==> src/rtl/mrpi_params.svh <==
`ifndef MRPI_PARAMS_SVH
`define MRPI_PARAMS_SVH

// link clock timing
`define MRPI_MCLK_PERIOD_NS 5
`define MRPI_LINK_PERIOD_NS 40
`define MRPI_HALF_CYCLES ((`MRPI_LINK_PERIOD_NS) / (2 * `MRPI_MCLK_PERIOD_NS))
`define MRPI_DIV_W 4
`define MRPI_DIV_ZERO 4'h0
`define MRPI_DIV_LAST 4'((`MRPI_HALF_CYCLES) - 1)

// nibble and byte fields
`define MRPI_NIBBLE_ZERO 4'h0
`define MRPI_BYTE_ZERO 8'h00
`define MRPI_LO_HI 3
`define MRPI_LO_LO 0
`define MRPI_HI_HI 7
`define MRPI_HI_LO 4

`endif

==> src/rtl/mrpi_pkg.sv <==
package mrpi_pkg;

  typedef struct packed {
    logic rgmii;
    logic phy;
  } mrpi_mode_s;

  typedef struct packed {
    logic transmit_clock;
    logic receive_clock;
    logic [3:0] receive_nibble;
    logic receive_valid_ctl;
    logic receive_error_in;
    logic carrier_sense_in;
    logic collision_in;
  } mrpi_pin_in_s;

  typedef struct packed {
    logic transmit_clock_out;
    logic transmit_clock_oe_n;
    logic receive_clock_out;
    logic receive_clock_oe_n;
    logic [3:0] transmit_nibble;
    logic transmit_enable_ctl;
  } mrpi_pin_out_s;

  typedef struct packed {
    logic valid;
    logic error;
    logic [7:0] data;
  } mrpi_byte_s;

  typedef struct packed {
    logic carrier_sense;
    logic collision;
  } mrpi_line_s;

endpackage

==> src/rtl/mrpi_link_clock.sv <==
`timescale 1ns/1ps
`include "mrpi_params.svh"

module mrpi_link_clock (
  input wire logic mclk,
  input wire logic srst,
  input wire logic clk_pin,
  input wire logic own,
  output logic clk_out_reg,
  output logic rise,
  output logic fall
);
  logic last_reg;
  logic [`MRPI_DIV_W-1:0] div_reg;
  logic wrap;

  assign wrap = (div_reg == `MRPI_DIV_LAST);

  // divider for a clock this end sources
  always_ff @(posedge mclk) begin
    if (srst || !own) begin
      div_reg <= `MRPI_DIV_ZERO;
      clk_out_reg <= 1'b0;
    end else if (wrap) begin
      div_reg <= `MRPI_DIV_ZERO;
      clk_out_reg <= !clk_out_reg;
    end else begin
      div_reg <= div_reg + 1'b1;
    end
  end

  // previous level of a clock from the far end
  always_ff @(posedge mclk) begin
    if (srst) begin
      last_reg <= clk_pin; // no false edge after reset
    end else begin
      last_reg <= clk_pin;
    end
  end

  // own clock: edge about to happen; far clock: edge just seen
  always_comb begin
    if (own) begin
      rise = wrap && !clk_out_reg;
      fall = wrap && clk_out_reg;
    end else begin
      rise = clk_pin && !last_reg;
      fall = !clk_pin && last_reg;
    end
  end
endmodule

==> src/rtl/mrpi_port_interface.sv <==
`timescale 1ns/1ps
`include "mrpi_params.svh"

// Summary of operation
// rgmii tx ctl: enable rising, derived falling
// far end rgmii rx ctl same scheme
// tx clock: input mac mii, driven phy mii
// rx clock: input mac mii, driven phy mii
// rgmii: tx clock sourced, rx clock input
// collision used only in mii mac mode
// carrier sense used only in mii mac mode
// mii tx enable qualifies each nibble
// far end mii rx valid qualifies nibbles
// falling ctl value is flag xor error
module mrpi_port_interface (
  input wire logic mclk,
  input wire logic srst,
  input mrpi_pkg::mrpi_mode_s [1:0] port_mode,
  input mrpi_pkg::mrpi_pin_in_s [1:0] pin_in,
  output mrpi_pkg::mrpi_pin_out_s [1:0] pin_out,
  input mrpi_pkg::mrpi_byte_s [1:0] tx_req,
  output logic [1:0] tx_take,
  output mrpi_pkg::mrpi_byte_s [1:0] rx_word,
  output mrpi_pkg::mrpi_line_s [1:0] line_state
);
  import mrpi_pkg::*;

  function automatic logic ctl_fall(input logic flag, input logic err);
    ctl_fall = flag ^ err;
  endfunction

  function automatic logic [3:0] lo_nibble(input logic [7:0] b);
    lo_nibble = b[`MRPI_LO_HI:`MRPI_LO_LO];
  endfunction

  function automatic logic [3:0] hi_nibble(input logic [7:0] b);
    hi_nibble = b[`MRPI_HI_HI:`MRPI_HI_LO];
  endfunction

  function automatic logic [7:0] join_nibbles(input logic [3:0] hi, input logic [3:0] lo);
    join_nibbles = {hi, lo};
  endfunction

  function automatic logic tx_sourced(input mrpi_mode_s m);
    tx_sourced = m.rgmii || m.phy;
  endfunction

  function automatic logic rx_sourced(input mrpi_mode_s m);
    rx_sourced = !m.rgmii && m.phy;
  endfunction

  function automatic logic mii_mac(input mrpi_mode_s m);
    mii_mac = !m.rgmii && !m.phy;
  endfunction

  genvar p;
  for (p = 0; p < 2; p++) begin : g_port
    logic rgmii;
    logic tx_own;
    logic rx_own;
    logic tx_rise;
    logic tx_fall;
    logic rx_rise;
    logic rx_fall;
    logic txc_reg;
    logic rxc_reg;
    logic txc_oe_n_reg;
    logic rxc_oe_n_reg;
    logic [3:0] tx_nibble_reg;
    logic tx_ctl_reg;
    logic tx_half_reg;
    logic tx_en_reg;
    logic tx_er_reg;
    logic [7:0] tx_byte_reg;
    logic tx_take_reg;
    logic rx_half_reg;
    logic rx_dv_reg;
    logic rx_err_reg;
    logic [3:0] rx_low_reg;
    mrpi_byte_s rx_word_reg;
    mrpi_line_s line_reg;

    assign rgmii = port_mode[p].rgmii;
    assign tx_own = tx_sourced(port_mode[p]);
    assign rx_own = rx_sourced(port_mode[p]);

    mrpi_link_clock u_tx_clock (
      .mclk(mclk),
      .srst(srst),
      .clk_pin(pin_in[p].transmit_clock),
      .own(tx_own),
      .clk_out_reg(txc_reg),
      .rise(tx_rise),
      .fall(tx_fall)
    );

    mrpi_link_clock u_rx_clock (
      .mclk(mclk),
      .srst(srst),
      .clk_pin(pin_in[p].receive_clock),
      .own(rx_own),
      .clk_out_reg(rxc_reg),
      .rise(rx_rise),
      .fall(rx_fall)
    );

    // clock pin direction
    always_ff @(posedge mclk) begin
      if (srst) begin
        txc_oe_n_reg <= 1'b1;
        rxc_oe_n_reg <= 1'b1;
      end else begin
        txc_oe_n_reg <= !tx_own;
        rxc_oe_n_reg <= !rx_own;
      end
    end

    // transmit path
    always_ff @(posedge mclk) begin
      if (srst) begin
        tx_nibble_reg <= `MRPI_NIBBLE_ZERO;
        tx_ctl_reg <= 1'b0;
        tx_half_reg <= 1'b0;
        tx_en_reg <= 1'b0;
        tx_er_reg <= 1'b0;
        tx_byte_reg <= `MRPI_BYTE_ZERO;
        tx_take_reg <= 1'b0;
      end else begin
        tx_take_reg <= 1'b0;
        if (rgmii) begin
          tx_half_reg <= 1'b0;
          if (tx_rise) begin
            tx_en_reg <= tx_req[p].valid;
            tx_er_reg <= tx_req[p].valid && tx_req[p].error;
            tx_ctl_reg <= tx_req[p].valid;
            tx_take_reg <= tx_req[p].valid;
            tx_byte_reg <= tx_req[p].data;
            tx_nibble_reg <= tx_req[p].valid ?
              lo_nibble(tx_req[p].data) : `MRPI_NIBBLE_ZERO;
          end else if (tx_fall) begin
            tx_ctl_reg <= ctl_fall(tx_en_reg, tx_er_reg);
            tx_nibble_reg <= tx_en_reg ?
              hi_nibble(tx_byte_reg) : `MRPI_NIBBLE_ZERO;
          end
        end else if (tx_rise) begin
          if (tx_half_reg) begin
            tx_nibble_reg <= hi_nibble(tx_byte_reg);
            tx_ctl_reg <= 1'b1;
            tx_half_reg <= 1'b0;
          end else if (tx_req[p].valid) begin
            tx_nibble_reg <= lo_nibble(tx_req[p].data);
            tx_ctl_reg <= 1'b1;
            tx_byte_reg <= tx_req[p].data;
            tx_take_reg <= 1'b1;
            tx_half_reg <= 1'b1;
          end else begin
            tx_nibble_reg <= `MRPI_NIBBLE_ZERO;
            tx_ctl_reg <= 1'b0;
          end
        end
      end
    end

    // receive path
    always_ff @(posedge mclk) begin
      if (srst) begin
        rx_half_reg <= 1'b0;
        rx_dv_reg <= 1'b0;
        rx_err_reg <= 1'b0;
        rx_low_reg <= `MRPI_NIBBLE_ZERO;
        rx_word_reg <= '0;
      end else begin
        rx_word_reg.valid <= 1'b0;
        if (rgmii) begin
          rx_half_reg <= 1'b0;
          if (rx_rise) begin
            rx_dv_reg <= pin_in[p].receive_valid_ctl;
            rx_low_reg <= pin_in[p].receive_nibble;
          end else if (rx_fall && rx_dv_reg) begin
            rx_word_reg.valid <= 1'b1;
            rx_word_reg.data <= join_nibbles(pin_in[p].receive_nibble, rx_low_reg);
            rx_word_reg.error <= ctl_fall(rx_dv_reg,
              pin_in[p].receive_valid_ctl);
          end
        end else if (rx_rise) begin
          if (!pin_in[p].receive_valid_ctl) begin
            rx_half_reg <= 1'b0;
          end else if (!rx_half_reg) begin
            rx_low_reg <= pin_in[p].receive_nibble;
            rx_err_reg <= pin_in[p].receive_error_in;
            rx_half_reg <= 1'b1;
          end else begin
            rx_word_reg.valid <= 1'b1;
            rx_word_reg.data <= join_nibbles(pin_in[p].receive_nibble, rx_low_reg);
            rx_word_reg.error <= rx_err_reg || pin_in[p].receive_error_in;
            rx_half_reg <= 1'b0;
          end
        end
      end
    end

    // carrier sense and collision
    always_ff @(posedge mclk) begin
      if (srst) begin
        line_reg <= '0;
      end else if (mii_mac(port_mode[p])) begin
        line_reg.carrier_sense <= pin_in[p].carrier_sense_in;
        line_reg.collision <= pin_in[p].collision_in;
      end else begin
        line_reg <= '0;
      end
    end

    assign pin_out[p].transmit_clock_out = txc_reg;
    assign pin_out[p].transmit_clock_oe_n = txc_oe_n_reg;
    assign pin_out[p].receive_clock_out = rxc_reg;
    assign pin_out[p].receive_clock_oe_n = rxc_oe_n_reg;
    assign pin_out[p].transmit_nibble = tx_nibble_reg;
    assign pin_out[p].transmit_enable_ctl = tx_ctl_reg;
    assign tx_take[p] = tx_take_reg;
    assign rx_word[p] = rx_word_reg;
    assign line_state[p] = line_reg;
  end
endmodule

==> config.mk <==
export PLATFORM = sky130hd
export DESIGN_NAME = mrpi_port_interface
export DESIGN_NICKNAME = d
export VERILOG_FILES = /design/src/rtl/mrpi_pkg.sv /design/src/rtl/mrpi_link_clock.sv /design/src/rtl/mrpi_port_interface.sv
export VERILOG_INCLUDE_DIRS = /design/src /design/src/rtl
export SDC_FILE = /design/constraint.sdc
export NUM_CORES = 1
export LEC_CHECK = 0
export ABC_CLOCK_PERIOD_IN_PS = 2700
export BUFFER_PORTS_ARGS = -buffer_cell sky130_fd_sc_hd__buf_2
export CAP_MARGIN = 25
export CORE_ASPECT_RATIO = 1.5
export CORE_MARGIN = 2
export CORE_UTILIZATION = 58
export DETAILED_ROUTE_END_ITERATION = 6
export PLACE_DENSITY = 0.85
export RECOVER_POWER = 50
export SYNTH_ARGS = -nofsm -noshare
export SYNTH_HDL_FRONTEND = slang
export SYNTH_SLANG_ARGS = --single-unit
==> constraint.sdc <==
create_clock -name mclk -period 2.7 [get_ports mclk]
set_input_delay 0.135 -clock mclk [delete_from_list [all_inputs] [get_ports mclk]]
set_output_delay 0.135 -clock mclk [all_outputs]
set_load 0.01 [all_outputs]
; ---- Word-level counts from Yosys, hierarchy flattened
; Index checks and enable logic that the tools add are counted.
[totals]
regBits = 100
in_bits = 46
out_inout_bits = 44
wordCells = 238
[op_classes]
n_addsub = 4
eq_ne = 10
n_mux = 78
bitwise_logic = 10
n_reduce_logical = 88
[ops]
columns = op, count
row1 = $mux W10, 12
row2 = $mux W4, 24
row3 = $mux W8, 10
row4 = $mux W1, 32
row5 = $reduce_bool A2 Y1, 14
row6 = $logic_and A1 B1 Y1, 24
row7 = $logic_not A1 Y1, 20
row8 = $add A4 B1 Y4 const B, 4
row9 = $eq A4 B2 Y1 const B, 4
row10 = $reduce_or A2 Y1, 8
row11 = $ne A2 B2 Y1 const B, 6
row12 = $reduce_and A2 Y1, 6
row13 = $reduce_and A3 Y1, 4
row14 = $reduce_and A5 Y1, 2
row15 = $logic_or A1 B1 Y1, 8
row16 = $reduce_and A4 Y1, 2
row17 = $not A1 Y1, 6
row18 = $xor A1 B1 Y1, 4

; ---- Depth between registers and ports, before layout
[logic_depth]
word_depth = 7
depth_mapped = 6
mapped_depth_nobuf = 5

; ---- Cells and area by module
; A second synthesis with hierarchy kept.
[hier_totals]
hier_cells = 429
hier_area_um2 = 4060.1
[modules_own_cells]
columns = module, n_inst, cells_per_inst, area_each_um2, seq_area_each_um2
row1 = mrpi_port_interface, 1, 321, 2934.1, 1361.3
row2 = mrpi_link_clock, 4, 27, 281.5, 120.1

; ---- Worst setup path before layout
; Ideal clock, no wire load.
[synth_path]
path_kind = register to register
start = reg g_port[0].u_tx_clock.div_reg[0]
end = reg g_port[0].tx_nibble_reg[1]
setup_ns = 0.140
arrival_time_ns = 1.598
required_ns = 2.560
slack_ns = 0.962
stages_incl_launch_ff = 6
path_buffers = 0
period_less_slack_ns = 1.738
path_cell_list = dfxtp_1 ha_1 or4b_4 a31o_2 a22oi_1 a221oi_2
[synth_via]
elab_chain_cells = 5
elab_cells_between_ends = 10
classes_between = eq/ne: 1 / mux: 4 / reduce/logical: 5
[synth_lines]
columns = element, line
row1 = "start, declared", mrpi_link_clock.sv:14  ; logic [`MRPI_DIV_W-1:0] div_reg;
row2 = "start signal, assigned", mrpi_link_clock.sv:22  ; div_reg <= `MRPI_DIV_ZERO;
row3 = "start signal, assigned", mrpi_link_clock.sv:25  ; div_reg <= `MRPI_DIV_ZERO;
row4 = "start signal, assigned", mrpi_link_clock.sv:28  ; div_reg <= div_reg + 1'b1;
row5 = $eq A4 B2 Y1 (no source line) (*), n/a
row6 = $logic_and A1 B1 Y1 (on tied branches), "mrpi_link_clock.sv:44, mrpi_link_clock.sv:45"
row7 = $mux W1, mrpi_link_clock.sv:43  ; if (own) begin
row8 = $mux W4 / $reduce_bool A2 Y1 (equally long branches), n/a
row9 = $mux W4 / $reduce_and A2 Y1 (equally long branches), n/a
row10 = "end signal, assigned", mrpi_port_interface.sv:138  ; tx_nibble_reg <= tx_req[p].valid ?
row11 = "end signal, assigned", mrpi_port_interface.sv:142  ; tx_nibble_reg <= tx_en_reg ?
row12 = "end signal, assigned", mrpi_port_interface.sv:147  ; tx_nibble_reg <= hi_nibble(tx_byte_reg);
row13 = "end, declared", mrpi_port_interface.sv:69  ; logic [3:0] tx_nibble_reg;
; Mark *: on every way between the ends. The rest lies on a longest branch, timed or not.
; A chain may end at the register's enable or synchronous reset.

; ---- Final worst setup path
[layout_path]
start = reg g_port[1].u_rx_clock.div_reg[0]
end = reg g_port[1].rx_word_reg, in the netlist rx_word[10]
[layout_via]
elab_chain_cells = 6
elab_cells_between_ends = 10
classes_between = eq/ne: 2 / mux: 2 / reduce/logical: 6
[layout_lines]
columns = element, line
row1 = "start, declared", mrpi_link_clock.sv:14
row2 = "start signal, assigned", mrpi_link_clock.sv:22
row3 = "start signal, assigned", mrpi_link_clock.sv:25
row4 = "start signal, assigned", mrpi_link_clock.sv:28
row5 = $eq A4 B2 Y1 (no source line) (*), n/a
row6 = $logic_and A1 B1 Y1, mrpi_link_clock.sv:45  ; fall = wrap && clk_out_reg;
row7 = $mux W1, mrpi_link_clock.sv:43
row8 = $logic_and A1 B1 Y1, mrpi_port_interface.sv:179  ; end else if (rx_fall && rx_dv_reg) begin
row9 = $reduce_bool A2 Y1 (no source line), n/a
row10 = $reduce_and A5 Y1 (no source line) (*), n/a
row11 = "end, declared", mrpi_port_interface.sv:80  ; mrpi_byte_s rx_word_reg;
; Marked as above.

==> impl_metrics.csv <==
group,metric,value,unit
clock_network,cts.sinks,92,
route,dr.pass1.iters,5,
cells_and_area,final_nets,544,
clock_network,cts_resized,0,
route,drcViolationCount,0,
cells_and_area,diodes,0,
worst_setup_path,r2r-start,"g_port[1].u_rx_clock.div_reg[0]",
synthesis,syn_nets,466,
synthesis,synth_seq_cells,92,
clock_network,htree_levels,3,
pwr,total_power,2.72,mW
flow_run,drv_cap,0,
route,postRouteAntennaNets,0,
global_route,grt_max_degree,67,
sta,fin_crit,2.16,ns
route,wirelength,8420,um
worst_setup_path,rrSetupSlack,0.54,ns
worst_setup_path,crit_path_start_kind,"flop",
worst_setup_path,worstPathRequired,2.94,ns
sta,tightest_slew,0.938,ns
worst_hold_path,hold_end,"g_port[1].tx_byte_reg[7]",
worst_hold_path,hold_start,"tx_req[17]",
floorplan,core_area,6810,um^2
synthesis,yosysTopAreaCell,"dfxtp_1",
synthesis,ys_seq_area_share,45.4,%
worst_setup_path,worst-r2r-cell-count,5,
sta,tns,0,ns
cells_and_area,final_cell_mix,"92 x dfxtp_1, 54 x nand2b_1, 47 x clkbuf_1, 42 x buf_2, 39 x mux2i_1",
status,outcome,"finished, final reports clean",
placement,post-dp-hpwl,6100,um
global_route,grt_first_pass_wirelength,13700,um
worst_hold_path,hp-class,"input pin to flop",
synthesis,synthTopCellsByArea,"dfxtp_1 45%, mux2i_1 9.6%, nand2b_1 8.3%",
synthesis,synth.top_cell.area_share,45.4,%
pwr,swShare,22.8,%
clock_network,clock_latency,0.36,ns
global_route,grtUsageTotal,22.7,%
pwr,p_sw,619,uW
cells_and_area,layout-drive-gt1-share,16.6,%
pwr,powerDensity,578,nW/um^2
synthesis,synth-edff-count,0,
worst_setup_path,cp_data_arrival_time,2.40,ns
sta,setup_viol,0,
clock_network,numCtsBuffers,9,
floorplan,start_util,59.6,%
route,routedWlPerCell,14.6,um
global_route,grt.overflow.total,0,
floorplan,ioPinCount,90,
synthesis,synthFlopType,"dfxtp_1",
worst_hold_path,hold_depth,3,
placement,port_buffers,89,
synthesis,synth.avg_cell_area,9.75,um^2
cells_and_area,largest_reg_flops,20,
worst_setup_path,r2r-end,"rx_word[10]",
floorplan,row_count,37,
cells_and_area,ff_latch_area,1840,um^2
synthesis,yosys_warnings,0,
cells_and_area,nFillCells,551,
sta,period_share,79.9,%
clock_network,cts_tree,"built",
route,vias,3143,
placement,place_congestion,0.866,
pwr,max-vdd-ir-drop,0.546,mV
clock_network,cts_setup_buffers,0,
global_route,grt_antenna_before_repair,0,
cells_and_area,multi_input_area,2000,um^2
worst_setup_path,critPathKind,"flop to flop",
sta,slew-limit-headroom,37.5,%
pwr,p_leak,1.92,nW
clock_network,clk_pin_slew,0.08,ns
floorplan,chipWidth,72.3,um
pwr,p_clk_share,39.1,%
pwr,p_seq_share,52.1,%
synthesis,async_flop_share,0,%
sta,hold_violations,0,
route,drtIter0Drc,122,
sta,drv_slew,0,
route,routed_via_density,5.45,
sta,fmax,0.463,GHz
global_route,grt_pass1_vias,3070,
synthesis,synth_cell_types,57,
worst_setup_path,crit_fanout,10,
synthesis,synth_cells,416,
pwr,combPwrFrac,8.8,%
sta,finClkSkew,0.0118,ns
cells_and_area,final_common_cell,"dfxtp_1",
pwr,p_int,2.10,mW
clock_network,cts_buffer_depth,2,
clock_network,root_buffer,"clkbuf_8",
floorplan,die_h,106,um
synthesis,syn-cell-area,4060,um^2
sta,rsz0062_at_grt,"no",
cells_and_area,area_growth,15.8,%
worst_setup_path,endpoint_kind,"flop",
floorplan,die_area,7690,um^2
## how the worst max path moves through the flow
| stage | start | to | depth (start not counted) |
|---|---|---|---|
| floorplan | g_port[0].u_tx_clock.div_reg[0] | g_port[0].tx_nibble_reg[1] | 5 |
| global placement | g_port[1].u_tx_clock.div_reg[0] | g_port[1].tx_nibble_reg[0] | 5 |
| detailed placement | g_port[0].u_tx_clock.div_reg[0] | g_port[0].tx_ctl_reg | 5 |
| CTS | g_port[0].u_tx_clock.div_reg[0] | g_port[0].tx_ctl_reg | 5 |
| global route | g_port[1].u_rx_clock.div_reg[0] | rx_word[16] | 5 |
| finish | g_port[1].u_rx_clock.div_reg[0] | rx_word[10] | 5 |
## cells in the mapped netlist, types with 4 or more instances
library cell   n
nand3_1        9
nand2_1       19
nor2b_1       11
xor2_1         5
ha_1           4
clkbuf_1      16
buf_4         12
nor2_1        28
nor3_1        14
mux2i_1       39
a22oi_1        5
inv_1         10
nor3b_1        5
dfxtp_1       92
o21ai_0        7
a221oi_2       5
nand2b_1      54
and2_1         6
a21oi_1       13
xnor2_1        6
## per-stage QoR
step	cells	utilization [%]	area, um^2	hold slack (ns)	worst slack [ns]
6_report	577	69.0	4700	0.0352	0.542
5_1_grt	577	69.0	4700	0.0311	0.435
4_1_cts	577	70.0	4760	0.0217	0.795
3_5_place_dp	553	65.3	4450	0.251	0.822
3_3_place_gp	553	65.3	4450	0.254	0.923
2_1_floorplan	416	-	4060	0.163	0.962
## power groups by stage
stage / Combinational (mW) / Sequential [mW] / Clock, mW
final: 0.240 / 1.41 / 1.06
after global routing: 0.267 / 1.42 / 1.13
after CTS: 0.245 / 1.41 / 1.08
after detailed placement: 0.235 / 1.45 / 0
after global placement: 0.226 / 1.44 / 0
after floorplan: 0.157 / 1.45 / 0
## layout make-up
cell class	count	share of cell area (%)
Tap cell	78	2.08
Inverter	10	0.799
Multi-Input combinational cell	282	42.6
Sequential cell	92	39.2
Timing Repair Buffer	99	10.3
Clock inverter	4	1.49
Clock buffer	12	3.52
## critical path, stage by stage (launching register included)
cell and delay [ns]:
dfxtp_1 0.38, ha_1 0.20, nor3b_1 0.65, a22oi_1 0.27
o21ba_2 0.38, mux2i_1 0.16
## logic make-up after synthesis
group	Yosys count	share of synthesized area (%)
AOI/OAI and AO/OA	59	12.0
xor gates and xnor gates	11	2.38
adders and majority gates	4	1.23
buffers and inverters	42	5.06
DFF	92	45.4
muxes	39	9.63
and+or+nand+nor	169	24.3
## metal layers
metal,GRT usage (%),vias up,routed length (um)
met1,24.4,1467,3430
met4,10.6,0,168
met5,0,-,0
met3,4.74,13,318
li1,-,1593,-
met2,41.2,70,4510
## repair_timing
item,4_1_cts,5_1_grt
hold buffers,8,0
hold endpoints to repair,8,0
setup endpoints to repair,0,0
(Power assumes the default switching activity.)
